### config.mk
export PLATFORM = sky130hd
export DESIGN_NAME = cog_fall_shutdown
export DESIGN_NICKNAME = d
export VERILOG_FILES = /design/src/cog_fall_pkg.sv /design/src/cog_fall_shutdown.sv
export VERILOG_INCLUDE_DIRS = /design/src
export SDC_FILE = /design/constraint.sdc
export NUM_CORES = 1
export LEC_CHECK = 0
export BUFFER_PORTS_ARGS = -buffer_cell sky130_fd_sc_hd__buf_4
export CORE_AREA = 2 2 105 107
export CTS_CLUSTER_SIZE = 8
export DETAILED_ROUTE_END_ITERATION = 7
export DIE_AREA = 0 0 107 109
export PLACE_DENSITY = 0.5
export SLEW_MARGIN = 20
export SYNTH_ARGS = -nofsm -noshare
export SYNTH_HDL_FRONTEND = slang
export SYNTH_SLANG_ARGS = --single-unit
### constraint.sdc
create_clock -name mclk_i -period 6.01 [get_ports mclk_i]
set_input_delay 1.202 -clock mclk_i [delete_from_list [all_inputs] [get_ports mclk_i]]
set_output_delay 1.202 -clock mclk_i [all_outputs]
set_load 0.03 [all_outputs]
### src/cog_fall_map.svh
`ifndef COG_FALL_MAP_SVH
`define COG_FALL_MAP_SVH

// Register offsets on the plain register port
`define CF_OFS_FALL_EN      4'h0
`define CF_OFS_FALL_MODE    4'h1
`define CF_OFS_SHUT_CTRL    4'h2
`define CF_OFS_SHUT_EN      4'h3
`define CF_OFS_PHASE        4'h4
`define CF_OFS_POLARITY     4'h5
`define CF_OFS_IRQ_STATUS   4'h6
`define CF_OFS_IRQ_MASK     4'h7

// Field positions in the shutdown control and status register
`define CF_SHUT_STATUS_BIT  7
`define CF_AUTO_RESTART_BIT 6
`define CF_BD_HI            5
`define CF_BD_LO            4
`define CF_AC_HI            3
`define CF_AC_LO            2

// Override level codes
`define CF_OVR_ONE          2'h3
`define CF_OVR_ZERO         2'h2
`define CF_OVR_TRISTATE     2'h1
`define CF_OVR_INACTIVE     2'h0

// Interrupt status bits
`define CF_IRQ_FALL_BIT     0
`define CF_IRQ_SHUT_BIT     1
`define CF_IRQ_RESUME_BIT   2

// Reset values
`define CF_RST_BYTE         8'h00
`define CF_RST_PHASE        6'h00

`endif

### src/cog_fall_pkg.sv
package cog_fall_pkg;

    // Delay engine for edge-triggered falling events
    typedef enum logic {DLY_IDLE, DLY_RUN} dly_state_t;

    // Falling event sources, bit 6 down to bit 0
    typedef struct packed {
        logic third_pwm_output;
        logic second_capture_output;
        logic first_capture_output;
        logic first_logic_cell;
        logic comparator_2;
        logic comparator_1;
        logic mapped_pin;
    } fall_srcs_t;

    // One register port request
    typedef struct packed {
        logic       wr;
        logic       rd;
        logic [3:0] addr;
        logic [7:0] wdata;
    } reg_req_t;

    // Whole state of the block
    typedef struct packed {
        logic [6:0] fall_src_enable;
        logic [6:0] fall_src_edge_mode;
        logic       auto_restart_enable;
        logic [1:0] override_level_pair_bd;
        logic [1:0] override_level_pair_ac;
        logic [3:0] shut_src_en;
        logic [5:0] falling_phase_delay_count;
        logic [3:0] polarity;
        logic [2:0] irq_status;
        logic [2:0] irq_mask;
        logic       shutdown_status;
        logic       override_on;
        logic [6:0] src_prev;
        dly_state_t dly;
        logic [5:0] dly_cnt;
        logic       fall_evt;
        logic [3:0] out;
        logic [3:0] oe;
        logic [7:0] rdata;
    } state_t;

endpackage : cog_fall_pkg

### src/cog_fall_shutdown.sv
// Overview of operation
// - Seven enable bits admit listed falling sources
// - Disabled falling source never affects event
// - Edge mode: falling edge, then phase delay
// - Level mode: low level gives immediate event
// - Mode bit ignored while source disabled
// - Shutdown enable upper four bits read zero
// - Status bit reads one while shut down
// - Status reads zero when running or leaving
// - Bit 6 enables automatic restart
// - Bits 5-4 set B and D override
// - Bits 3-2 set A and C override
// - Enabled low second logic cell shuts down
// - Enabled low comparator 2 shuts down
// - Enabled low comparator 1 shuts down
// - Enabled low mapped pin shuts down
// - Disabled shutdown source never causes shutdown
// - Polarity bit set makes active level low
// - Six-bit count sets falling phase delay
//
// Added by the designer: the strobed register port and the address map.
`timescale 1ns/1ps
`include "cog_fall_map.svh"

module cog_fall_shutdown (
    input  wire logic                    mclk_i,             // Generator clock, 100 MHz
    input  wire logic                    reset_n_i,          // Async reset, active low
    input  wire cog_fall_pkg::reg_req_t  reg_i,              // Register port request
    output logic [7:0]                   rdata_o,            // Read data, cycle after read
    input  wire cog_fall_pkg::fall_srcs_t fall_src_i,        // Falling event sources
    input  wire logic                    second_logic_cell_i, // Shutdown-only source
    input  wire logic                    rising_event_i,     // Rising event from selector
    input  wire logic [3:0]              wave_i,             // Raw waveforms D..A
    output logic                         falling_event_o,    // Falling event; one-cycle pulse for edges, held while a level source is low
    output logic                         shutdown_status_o,  // Shutdown state level
    output logic [3:0]                   out_o,              // Output levels D..A
    output logic [3:0]                   out_oe_o,           // Output enables D..A
    output logic                         irq_o               // Level interrupt
);

    logic [1:0]                  rst_sync_r;
    logic                        rst_n;
    cog_fall_pkg::state_t        s_r;
    cog_fall_pkg::state_t        s_nxt;
    logic [6:0]                  src_now;
    logic [6:0]                  lvl_hit;
    logic [6:0]                  edge_hit;
    logic [3:0]                  shut_src;
    logic                        shut_cond;
    logic                        fire;
    logic                        wr_ctrl;

    // Reset is released through two flops so no state leaves reset unevenly
    always_ff @(posedge mclk_i or negedge reset_n_i)
    begin
        if (!reset_n_i)
            rst_sync_r <= 2'h0;
        else
            rst_sync_r <= {rst_sync_r[0], 1'b1};
    end
    assign rst_n = rst_sync_r[1];

    // Override drive for one output lane: {enable, level}
    function automatic logic [1:0] lane_drive(input logic on, input logic [1:0] code,
                                              input logic pol, input logic wave);
        logic [1:0] r;
        r = {1'b1, wave ^ pol};
        if (on)
        begin
            case (code)
                `CF_OVR_ONE:      r = 2'h3;
                `CF_OVR_ZERO:     r = 2'h2;
                `CF_OVR_TRISTATE: r = 2'h0;
                default:          r = {1'b1, pol};
            endcase
        end
        return r;
    endfunction : lane_drive

    // Register read mux; unimplemented bits and unmapped offsets read zero
    function automatic logic [7:0] read_mux(input cog_fall_pkg::state_t st,
                                            input logic [3:0] a);
        logic [7:0] r;
        r = `CF_RST_BYTE;
        case (a)
            `CF_OFS_FALL_EN:    r = {1'b0, st.fall_src_enable};
            `CF_OFS_FALL_MODE:  r = {1'b0, st.fall_src_edge_mode};
            `CF_OFS_SHUT_CTRL:  r = {st.shutdown_status, st.auto_restart_enable,
                                     st.override_level_pair_bd, st.override_level_pair_ac,
                                     2'h0};
            `CF_OFS_SHUT_EN:    r = {4'h0, st.shut_src_en};
            `CF_OFS_PHASE:      r = {2'h0, st.falling_phase_delay_count};
            `CF_OFS_POLARITY:   r = {4'h0, st.polarity};
            `CF_OFS_IRQ_STATUS: r = {5'h0, st.irq_status};
            `CF_OFS_IRQ_MASK:   r = {5'h0, st.irq_mask};
            default:            r = `CF_RST_BYTE;
        endcase
        return r;
    endfunction : read_mux

    assign src_now  = fall_src_i;
    assign shut_src = {second_logic_cell_i, fall_src_i.comparator_2,
                       fall_src_i.comparator_1, fall_src_i.mapped_pin};

    // Per-source qualification; a cleared enable masks both mode paths
    generate
        for (genvar g = 0; g < 7; g++)
        begin : g_src
            assign lvl_hit[g]  = s_r.fall_src_enable[g] & ~s_r.fall_src_edge_mode[g]
                                 & ~src_now[g];
            assign edge_hit[g] = s_r.fall_src_enable[g] & s_r.fall_src_edge_mode[g]
                                 & s_r.src_prev[g] & ~src_now[g];
        end
    endgenerate

    // Any enabled shutdown source held low forces shutdown
    assign shut_cond = |(s_r.shut_src_en & ~shut_src);
    assign wr_ctrl   = reg_i.wr && (reg_i.addr == `CF_OFS_SHUT_CTRL);

    // Next-state logic for the whole block
    always_comb
    begin
        logic [1:0] drv;
        logic [2:0] ev;
        drv   = 2'h0;
        ev    = 3'h0;
        fire  = 1'b0;
        s_nxt = s_r;
        s_nxt.src_prev = src_now;

        // Register writes
        if (reg_i.wr)
        begin
            case (reg_i.addr)
                `CF_OFS_FALL_EN:   s_nxt.fall_src_enable    = reg_i.wdata[6:0];
                `CF_OFS_FALL_MODE: s_nxt.fall_src_edge_mode = reg_i.wdata[6:0];
                `CF_OFS_SHUT_CTRL:
                begin
                    s_nxt.shutdown_status        = reg_i.wdata[`CF_SHUT_STATUS_BIT];
                    s_nxt.auto_restart_enable    = reg_i.wdata[`CF_AUTO_RESTART_BIT];
                    s_nxt.override_level_pair_bd = reg_i.wdata[`CF_BD_HI:`CF_BD_LO];
                    s_nxt.override_level_pair_ac = reg_i.wdata[`CF_AC_HI:`CF_AC_LO];
                end
                `CF_OFS_SHUT_EN:   s_nxt.shut_src_en = reg_i.wdata[3:0];
                `CF_OFS_PHASE:     s_nxt.falling_phase_delay_count = reg_i.wdata[5:0];
                `CF_OFS_POLARITY:  s_nxt.polarity = reg_i.wdata[3:0];
                `CF_OFS_IRQ_MASK:  s_nxt.irq_mask = reg_i.wdata[2:0];
                default:           s_nxt.irq_mask = s_r.irq_mask;
            endcase
        end

        // Phase delay; edges seen while a delay runs are absorbed by it
        case (s_r.dly)
            cog_fall_pkg::DLY_IDLE:
            begin
                if (|edge_hit)
                begin
                    if (s_r.falling_phase_delay_count == `CF_RST_PHASE)
                        fire = 1'b1;
                    else
                    begin
                        s_nxt.dly     = cog_fall_pkg::DLY_RUN;
                        s_nxt.dly_cnt = s_r.falling_phase_delay_count;
                    end
                end
            end
            cog_fall_pkg::DLY_RUN:
            begin
                if (s_r.dly_cnt == 6'h01)
                begin
                    fire      = 1'b1;
                    s_nxt.dly = cog_fall_pkg::DLY_IDLE;
                end
                else
                    s_nxt.dly_cnt = s_r.dly_cnt - 6'h01;
            end
            default: s_nxt.dly = cog_fall_pkg::DLY_IDLE;
        endcase
        s_nxt.fall_evt = fire | (|lvl_hit);

        // Shutdown status: a live source wins over a software clear
        if (shut_cond)
            s_nxt.shutdown_status = 1'b1;
        else if (s_r.shutdown_status && s_r.auto_restart_enable && !wr_ctrl)
            s_nxt.shutdown_status = 1'b0;

        // Outputs stay overridden until the rising event after status clears
        if (s_nxt.shutdown_status)
            s_nxt.override_on = 1'b1;
        else if (s_r.override_on && rising_event_i)
            s_nxt.override_on = 1'b0;

        for (int i = 0; i < 4; i++)
        begin
            drv = lane_drive(s_nxt.override_on,
                             i[0] ? s_nxt.override_level_pair_bd
                                  : s_nxt.override_level_pair_ac,
                             s_nxt.polarity[i], wave_i[i]);
            s_nxt.oe[i]  = drv[1];
            s_nxt.out[i] = drv[0];
        end

        // Sticky interrupt flags; a new event beats a same-cycle clear
        ev[`CF_IRQ_FALL_BIT]   = s_nxt.fall_evt;
        ev[`CF_IRQ_SHUT_BIT]   = s_nxt.shutdown_status & ~s_r.shutdown_status;
        ev[`CF_IRQ_RESUME_BIT] = s_r.override_on & ~s_nxt.override_on;
        if (reg_i.wr && reg_i.addr == `CF_OFS_IRQ_STATUS)
            s_nxt.irq_status = s_r.irq_status & ~reg_i.wdata[2:0];
        s_nxt.irq_status = s_nxt.irq_status | ev;

        s_nxt.rdata = reg_i.rd ? read_mux(s_r, reg_i.addr) : `CF_RST_BYTE;
    end

    // Single state register
    always_ff @(posedge mclk_i or negedge rst_n)
    begin
        if (!rst_n)
        begin
            s_r       <= '0;
            s_r.dly   <= cog_fall_pkg::DLY_IDLE;
            s_r.oe    <= 4'hf;
        end
        else
            s_r <= s_nxt;
    end

    assign rdata_o           = s_r.rdata;
    assign falling_event_o   = s_r.fall_evt;
    assign shutdown_status_o = s_r.shutdown_status;
    assign out_o             = s_r.out;
    assign out_oe_o          = s_r.oe;
    assign irq_o             = |(s_r.irq_status & s_r.irq_mask);
endmodule : cog_fall_shutdown

; ---- Yosys cells after proc, flatten, opt, wreduce, memory -nomap -nowiden
; Cells that the tools add are included.
[op_classes]
n_addsub = 1
eq_ne = 17
mux = 31
n_bitwise = 65
n_reduce_logical = 19
[ops]
columns = cell, n
row1 = case mux 8 bit (8 select lines), 1
row2 = bitwise AND 1 bit, 37
row3 = case mux 2 bit (3 select lines), 4
row4 = 2-to-1 mux 18 bit, 1
row5 = inverter 1 bit, 17
row6 = "== test 4 x 3 -> 1 bit, second input constant", 4
row7 = 2-to-1 mux 7 bit, 2
row8 = case mux 7 bit (2 select lines), 1
row9 = OR reduction 7 bit, 2
row10 = 2-to-1 mux 4 bit, 3
row11 = 2-to-1 mux 6 bit, 2
row12 = AND reduction 2 bit, 6
row13 = 2-to-1 mux 1 bit, 10
row14 = "== test 2 bit, second input constant", 4
row15 = "== test 4 x 2 -> 1 bit, second input constant", 2
row16 = 2-to-1 mux 2 bit, 4
row17 = 2-to-1 mux 8 bit, 1
row18 = bitwise AND 3 bit, 2
row19 = "== test 6 x 1 -> 1 bit, second input constant", 1
row20 = logical NOT 6 bit, 1
row21 = "inequality test 2 bit, second input constant", 3
row22 = "subtractor 6 x 1 -> 6 bit, second input constant", 1
row23 = logical AND 1 bit, 5
row24 = bitwise AND 4 bit, 1
row25 = other kinds (14), 18
[word_totals]
ff_bits = 74
in_bits = 29
output_inout_bits = 19

; ---- Logic depth before layout (Yosys ltp)
; Gate-level depths: netlist (run 1).
[depth]
depth_word = 10
depth_mapped = 8

; ---- Least setup slack after synthesis (run 1)
; Ideal clock, no wire load.
[synth_path]
path_type = input to register
start = input reg_i[8] in the netlist's numbering
end = register s_r, in the netlist out_o[2]
arrival_time_ns = 2.671
path_slack_ns = 3.215
stages = 8
n_path_buf = 2
path_cell_list = buf_2 nor2b_1 buf_2 a21oi_1 nor4b_4 inv_2 mux2i_1 a211o_1
[synth_lines]
columns = element, line_no
row1 = start: declaration, cog_fall_shutdown.sv:28  ; input wire cog_fall_pkg::reg_req_t reg_i,
row2 = end signal: assignment, cog_fall_shutdown.sv:224  ; s_r <= s_nxt;
row3 = end: declaration, cog_fall_shutdown.sv:43  ; cog_fall_pkg::state_t s_r;

==> results of run 1 <==
-- power groups by stage --
stage / logic, mW / clock network (mW) / registers [mW]
after floorplan: 0.264 / 0 / 0.639
after global placement: 0.353 / 0 / 0.656
after detailed placement: 0.358 / 0 / 0.657
after CTS: 0.358 / 0.473 / 0.647
after global routing: 0.385 / 0.493 / 0.658
final: 0.353 / 0.460 / 0.646
-- cell usage in the layout, fill, tap and decap left out, drive strengths merged, types with 5 or more instances in the layout --
cell type / netlist / routed
dfrtp: 70 / 70
buf: 24 / 48
mux2: 33 / 33
mux2i: 20 / 20
nand2: 20 / 20
inv: 20 / 20
nor2: 17 / 17
a21oi: 13 / 13
nand2b: 12 / 12
clkbuf: 3 / 10
nor3: 10 / 10
o21ai: 9 / 9
nor2b: 5 / 5
nor3b: 5 / 5
-- registers in the layout, summed over array words and instances, names as in the netlist --
| name | count |
|---|---|
| out_o | 4 |
| s_r | 54 |
| out_oe_o | 2 |
| rst_sync_r | 2 |
| rdata_o | 8 |
| falling_event_o | 1 |
| shutdown_status_o | 1 |
-- synth_stat cells (2+ instances only) --
cell type  count
ha_1           2
nand2_1       20
nor2_1        17
buf_1          2
nand3_1        4
xor2_1         3
mux2i_1       20
nor3_1         8
nor3_2         2
nor3b_1        4
dfstp_2        2
o211ai_1       2
inv_2          2
buf_4         17
nor4_4         2
a221oi_1       2
o21ai_0        6
inv_1         18
buf_2          5
a22oi_1        2
a31oi_1        3
a21oi_1       13
o22ai_1        3
nor2b_1        5
nand4b_1       3
mux2_2        33
o221a_1        3
clkbuf_1       3
nand2b_1      12
dfrtp_1       70
nand3b_1       2
o21ai_1        3
a22o_1         2
mux4_2         2
or2_2          4
-- worst paths after layout --
kind / start / endpoint / slack, ns / cells past startpoint
min in group asynchronous: rst_sync_r[1] / s_r[68] / 0.48 / 1
max in group asynchronous: rst_sync_r[1] / s_r[71] / 4.95 / 1
worst min register to register: rst_sync_r[0] / rst_sync_r[1] / 0.36 / 0
worst max register to register: s_r[45] / s_r[22] / 3.88 / 5
worst max-delay path: reg_i[9] / out_o[2] / 3.09 / 7
worst min-delay path: rst_sync_r[0] / rst_sync_r[1] / 0.36 / 0
-- final cells by class --
| type | instances | area, um2 |
|---|---|---|
| clock buffers | 10 | 128 |
| clock inverters | 6 | 108 |
| fillers | 1058 | 6370 |
| inverters | 20 | 75.1 |
| multi-input cells | 203 | 1580 |
| flip-flops and latches | 72 | 1810 |
| well taps | 140 | 175 |
| repair buffers | 48 | 360 |
-- routing by layer --
layer	routed length [um]	vias up	global-route usage	share of wire
met3	367	15	0.0323	0.042
met2	4170	62	0.258	0.48
met4	212	0	0.0742	0.024
met5	0	-	0	0
met1	3950	1246	0.205	0.45
li1	-	1191	-	-
-- critical path: stages --
cell and delay, ns:
buf_4 0.18, nor2b_1 0.44, a21oi_1 0.22, nor4b_4 0.49, inv_2 0.17, mux2i_1 0.15, a211o_1 0.30
-- cells by family (layout without fill, tap and decap cells) --
kind of cell	count (synthesis)	count (layout)	share of synthesized area
AO/OA/AOI/OAI	50	50	0.0958
XOR/XNOR	4	4	0.00965
adder cells (fa/ha/maj)	2	2	0.00689
buffers and inverters	47	84	0.0679
flip-flops	72	72	0.497
multiplexers	55	55	0.170
other	1	1	0.00103
AND/OR/NAND/NOR	91	91	0.152
-- stage by stage --
step | total power, mW | instance area [um2] | util | worst slack, ns
2_1_floorplan | 0.903 | 3630 | - | 3.22
3_3_place_gp | 1.01 | 4000 | 0.377 | 2.82
3_5_place_dp | 1.01 | 4000 | 0.377 | 2.73
4_1_cts | 1.48 | 4230 | 0.399 | 3.11
5_1_grt | 1.54 | 4230 | 0.399 | 2.99
6_report | 1.46 | 4230 | 0.399 | 3.09
==> results.toml, run 1 <==
[status]
status = "completed"

[timing]
fin_skew_ns = 0.00751
finalHoldViolCount = 0
period_share = 0.486
timing.hold.ws_ns = 0.356
setup_viol = 0
tns_ns = 0
maxClockFrequency_mhz = 342
slew_violations = 0
rsz0062_at_grt = "false"
max_slew_margin = 0.390
fin_crit_ns = 2.92
tightest_slew_ns = 0.915

[finish]
stdcell_count = 499
final_nets = 385
drive_gt1_frac = 0.320
diodes = 0
area_growth_pct = 16.5

[global_routing]
antenna_found_initial = 0
grt_pass1_vias = 2485
grt_max_degree = 71
track_usage = 0.159
grt_pass1_wl_mm = 13.7
overflow = 0

[placement]
gp_congestion = 0.863
dp_hpwl_mm = 6.44
portBuffers = 47
dp_cells = 483

[clock_network]
worstSkewPairLatency_ns = 0.34
cts_resized = 0
path_clk_slew_ns = 0.08
cts_hold_buf = 0
root_buffer = "clkbuf_8"
cts_setup_buffers = 0
cts_max_path_buffers = 2
clock-sinks = 72
cts_tree = "yes"
cts-buffers-inserted = 9
htreeDepth = 3

[critical_path]
worstPathMaxFanout = 16
critical_path_class = "primary input to flop"
cp.required_ns = 6.24
cp.arrival_ns = 3.16
critPathLaunchType = "primary input"
crit_path_end_kind = "flop"

[power_and_ir_drop]
power_switching_mw = 0.452
irDropWorstVdd_mv = 0.130
leakagePower_nw = 1.91
p_int_mw = 1.01
p_clk_frac = 0.315
combinationalPowerShare = 0.242
p_seq_frac = 0.443
power_density_nw_per_um2 = 345
swShare = 0.310

[job]
drv_cap = 0

[yosys]
synth_edf_count = 0
async_flop_share = 1.00
syn_area_um2 = 3630
ys_types = 56
netlist_instances = 322
ys_seq_elements = 72
synth_area_leader_cell = "dfrtp_1"
synth_ff_type = "dfrtp_1"
synth.area.top_cells = "dfrtp_1, mux2_2, mux2i_1, buf_4, nand2_1"
syn_avg_cell_area_um2 = 11.3
synth_seq_area_share = 0.497
ys_warn_count = 0
synthesis.nets = 353
synth_top_cell_area_share = 0.483

[routing]
drt_iter0_drc = 111
firstDrtPassIters = 4
wl_per_cell_um = 17.4
routed_wl_mm = 8.70
num_vias = 2514
ant_nets = 0
drc = 0
vias_per_cell = 5.04

[die]
fp-row-count = 38
die_area_um2 = 11700
dieHeight_um = 109
core_area_um2 = 10600
ios = 48
initial_core_util = 0.342
dieWidth_um = 107

[worst_hold_path]
min_path_type = "flop to flop"
Power figures use the tool's default switching activity.
==> run 2, diff against run 1 <==
Clock period 6.01 ns to 2.95 ns, I/O delays scaled along.
==> run 2 against run 1 <==
Clock-buffer cell count rose by 6. Non-clock buffer count rose by 5. Worst setup slack got worse by 2.3 ns. Die area did not move. First-iteration DRC count rose by 23%. Routed wire length fell by 0.31%. Design area fell by 0.59%. Power rose by 88%. Global-route usage rose by 0.47 points. Worst hold slack got worse by 0.084 ns. Critical path type is now flop to flop. Critical endpoint is now s_r[22]. Largest cell class unchanged.
==> results.toml, run 2 (synthesis gave the netlist of run 1 again) <==
[global_routing]
grt_max_degree = 29
antenna_found_initial = 0
use_met3 = 0.0526
track_usage = 0.164
grtUsageMet2 = 0.263
overflow = 0
use_met1 = 0.206
grt_pass1_vias = 2594
top_usage_layer = "met2"
grt_pass1_wl_mm = 14.1

[clock_network]
cts_max_path_buffers = 2
htreeDepth = 3
cts_hold_buf = 1
cts_setup_buffers = 0
path_clk_slew_ns = 0.07
worstSkewPairLatency_ns = 0.35
clock-sinks = 72
cts_resized = 0
cts-buffers-inserted = 9
root_buffer = "clkbuf_8"
cts_tree = "yes"

[timing]
setup_viol = 0
tns_ns = 0
maxClockFrequency_mhz = 471
max_slew_margin = 0.601
period_share = 0.719
fin_crit_ns = 2.12
slew_violations = 0
fin_skew_ns = 0.00738
finalHoldViolCount = 0
rsz0062_at_grt = "false"
tightest_slew_ns = 0.598

[finish]
diodes = 0
drive_gt1_frac = 0.316
final_util = 0.397
multi_input_area_um2 = 1580
largest_reg_flops = 54
regMostFlops = "s_r"
n_fill_cell = 1030
final_nets = 390
seqCellArea_um2 = 1810
area_growth_pct = 15.9
final_cell_mix = "dfrtp_1, buf_4, mux2_2, mux2i_1, nand2_1"
layout_commonest_cell = "dfrtp_1"

[critical_path]
cp.required_ns = 3.21
r2r_end = "s_r[22]"
cp.arrival_ns = 2.38
worstPathMaxFanout = 9
cp_slowest_stage_delay_ns = 0.57
critPathSlowestCell = "or4_4"
crit_chain = "or4_4 > nor4_4 > nor3_1 > mux2_2 > a221oi_2"
critical_path_class = "flop to flop"
r2r_slack_ns = 0.83
crit_path_end_kind = "flop"
critPathTopFamily = "simple AND/OR/NAND/NOR gates"
critPathLaunchType = "flop"
rr_startpoint = "s_r[45]"
path_buf_inv = 0
rr_worst_depth = 5

[placement]
portBuffers = 47
dp_hpwl_mm = 6.43
gp_congestion = 0.854

[routing]
num_vias = 2521
wl_per_cell_um = 17.2
ant_nets = 0
routed_wl_mm = 8.68
drc = 0
firstDrtPassIters = 4
vias_per_cell = 5.00
drt_iter0_drc = 137

[worst_hold_path]
min_path_type = "flop to asynchronous set/reset pin"

[die]
initial_core_util = 0.342
dieHeight_um = 109
ios = 48
fp-row-count = 38
core_area_um2 = 10600
die_area_um2 = 11700
dieWidth_um = 107

[power_and_ir_drop]
p_clk_frac = 0.255
irDropWorstVdd_mv = 0.259
swShare = 0.324
power_density_nw_per_um2 = 654
combinationalPowerShare = 0.265
p_seq_frac = 0.480
power_switching_mw = 0.892
p_int_mw = 1.86
leakagePower_nw = 1.90

[status]
status = "completed"

[job]
drv_cap = 0
run 2: worst max-delay path by stage:
stage / startpoint / end / cells past startpoint
2_1_floorplan: reg_i[8] / out_o[2] / 8
6_report: s_r[45] / s_r[22] / 5
3_5_place_dp: reg_i[10] / out_o[2] / 7
4_1_cts: s_r[45] / s_r[22] / 5
5_1_grt: s_r[45] / s_r[22] / 5
3_3_place_gp: reg_i[10] / out_o[2] / 7
run 2: power groups by stage:
stage                     logic [mW]  registers [mW]  clock network, mW
after floorplan                0.537            1.30                  0
after global placement         0.725            1.34                  0
after detailed placement       0.732            1.34                  0
after CTS                      0.734            1.32              0.729
after global routing           0.794            1.34              0.783
final                          0.728            1.32              0.702
run 2: cell type report:
cell class,count,share of cell area
Tap cell,140,0.0417
Timing Repair Buffer,53,0.0952
Clock buffer,16,0.0405
Multi-Input combinational cell,203,0.375
Inverter,20,0.0179
Sequential cell,72,0.429
run 2: layer usage:
metal / part of all wire / vias up
met2: 0.47 / 62
met5: 0 / -
met3: 0.049 / 20
met1: 0.45 / 1237
li1: - / 1202
met4: 0.028 / 0
run 2: stage by stage:
stage,hold WS [ns],area (um2),cells,power [mW],setup slack (ns)
after floorplan,0.294,3630,322,1.84,0.767
after global placement,0.288,4030,487,2.06,0.636
after detailed placement,0.299,4030,487,2.07,0.586
after CTS,0.297,4210,504,2.78,0.830
after global routing,0.329,4210,504,2.92,0.720
final,0.272,4210,504,2.75,0.829
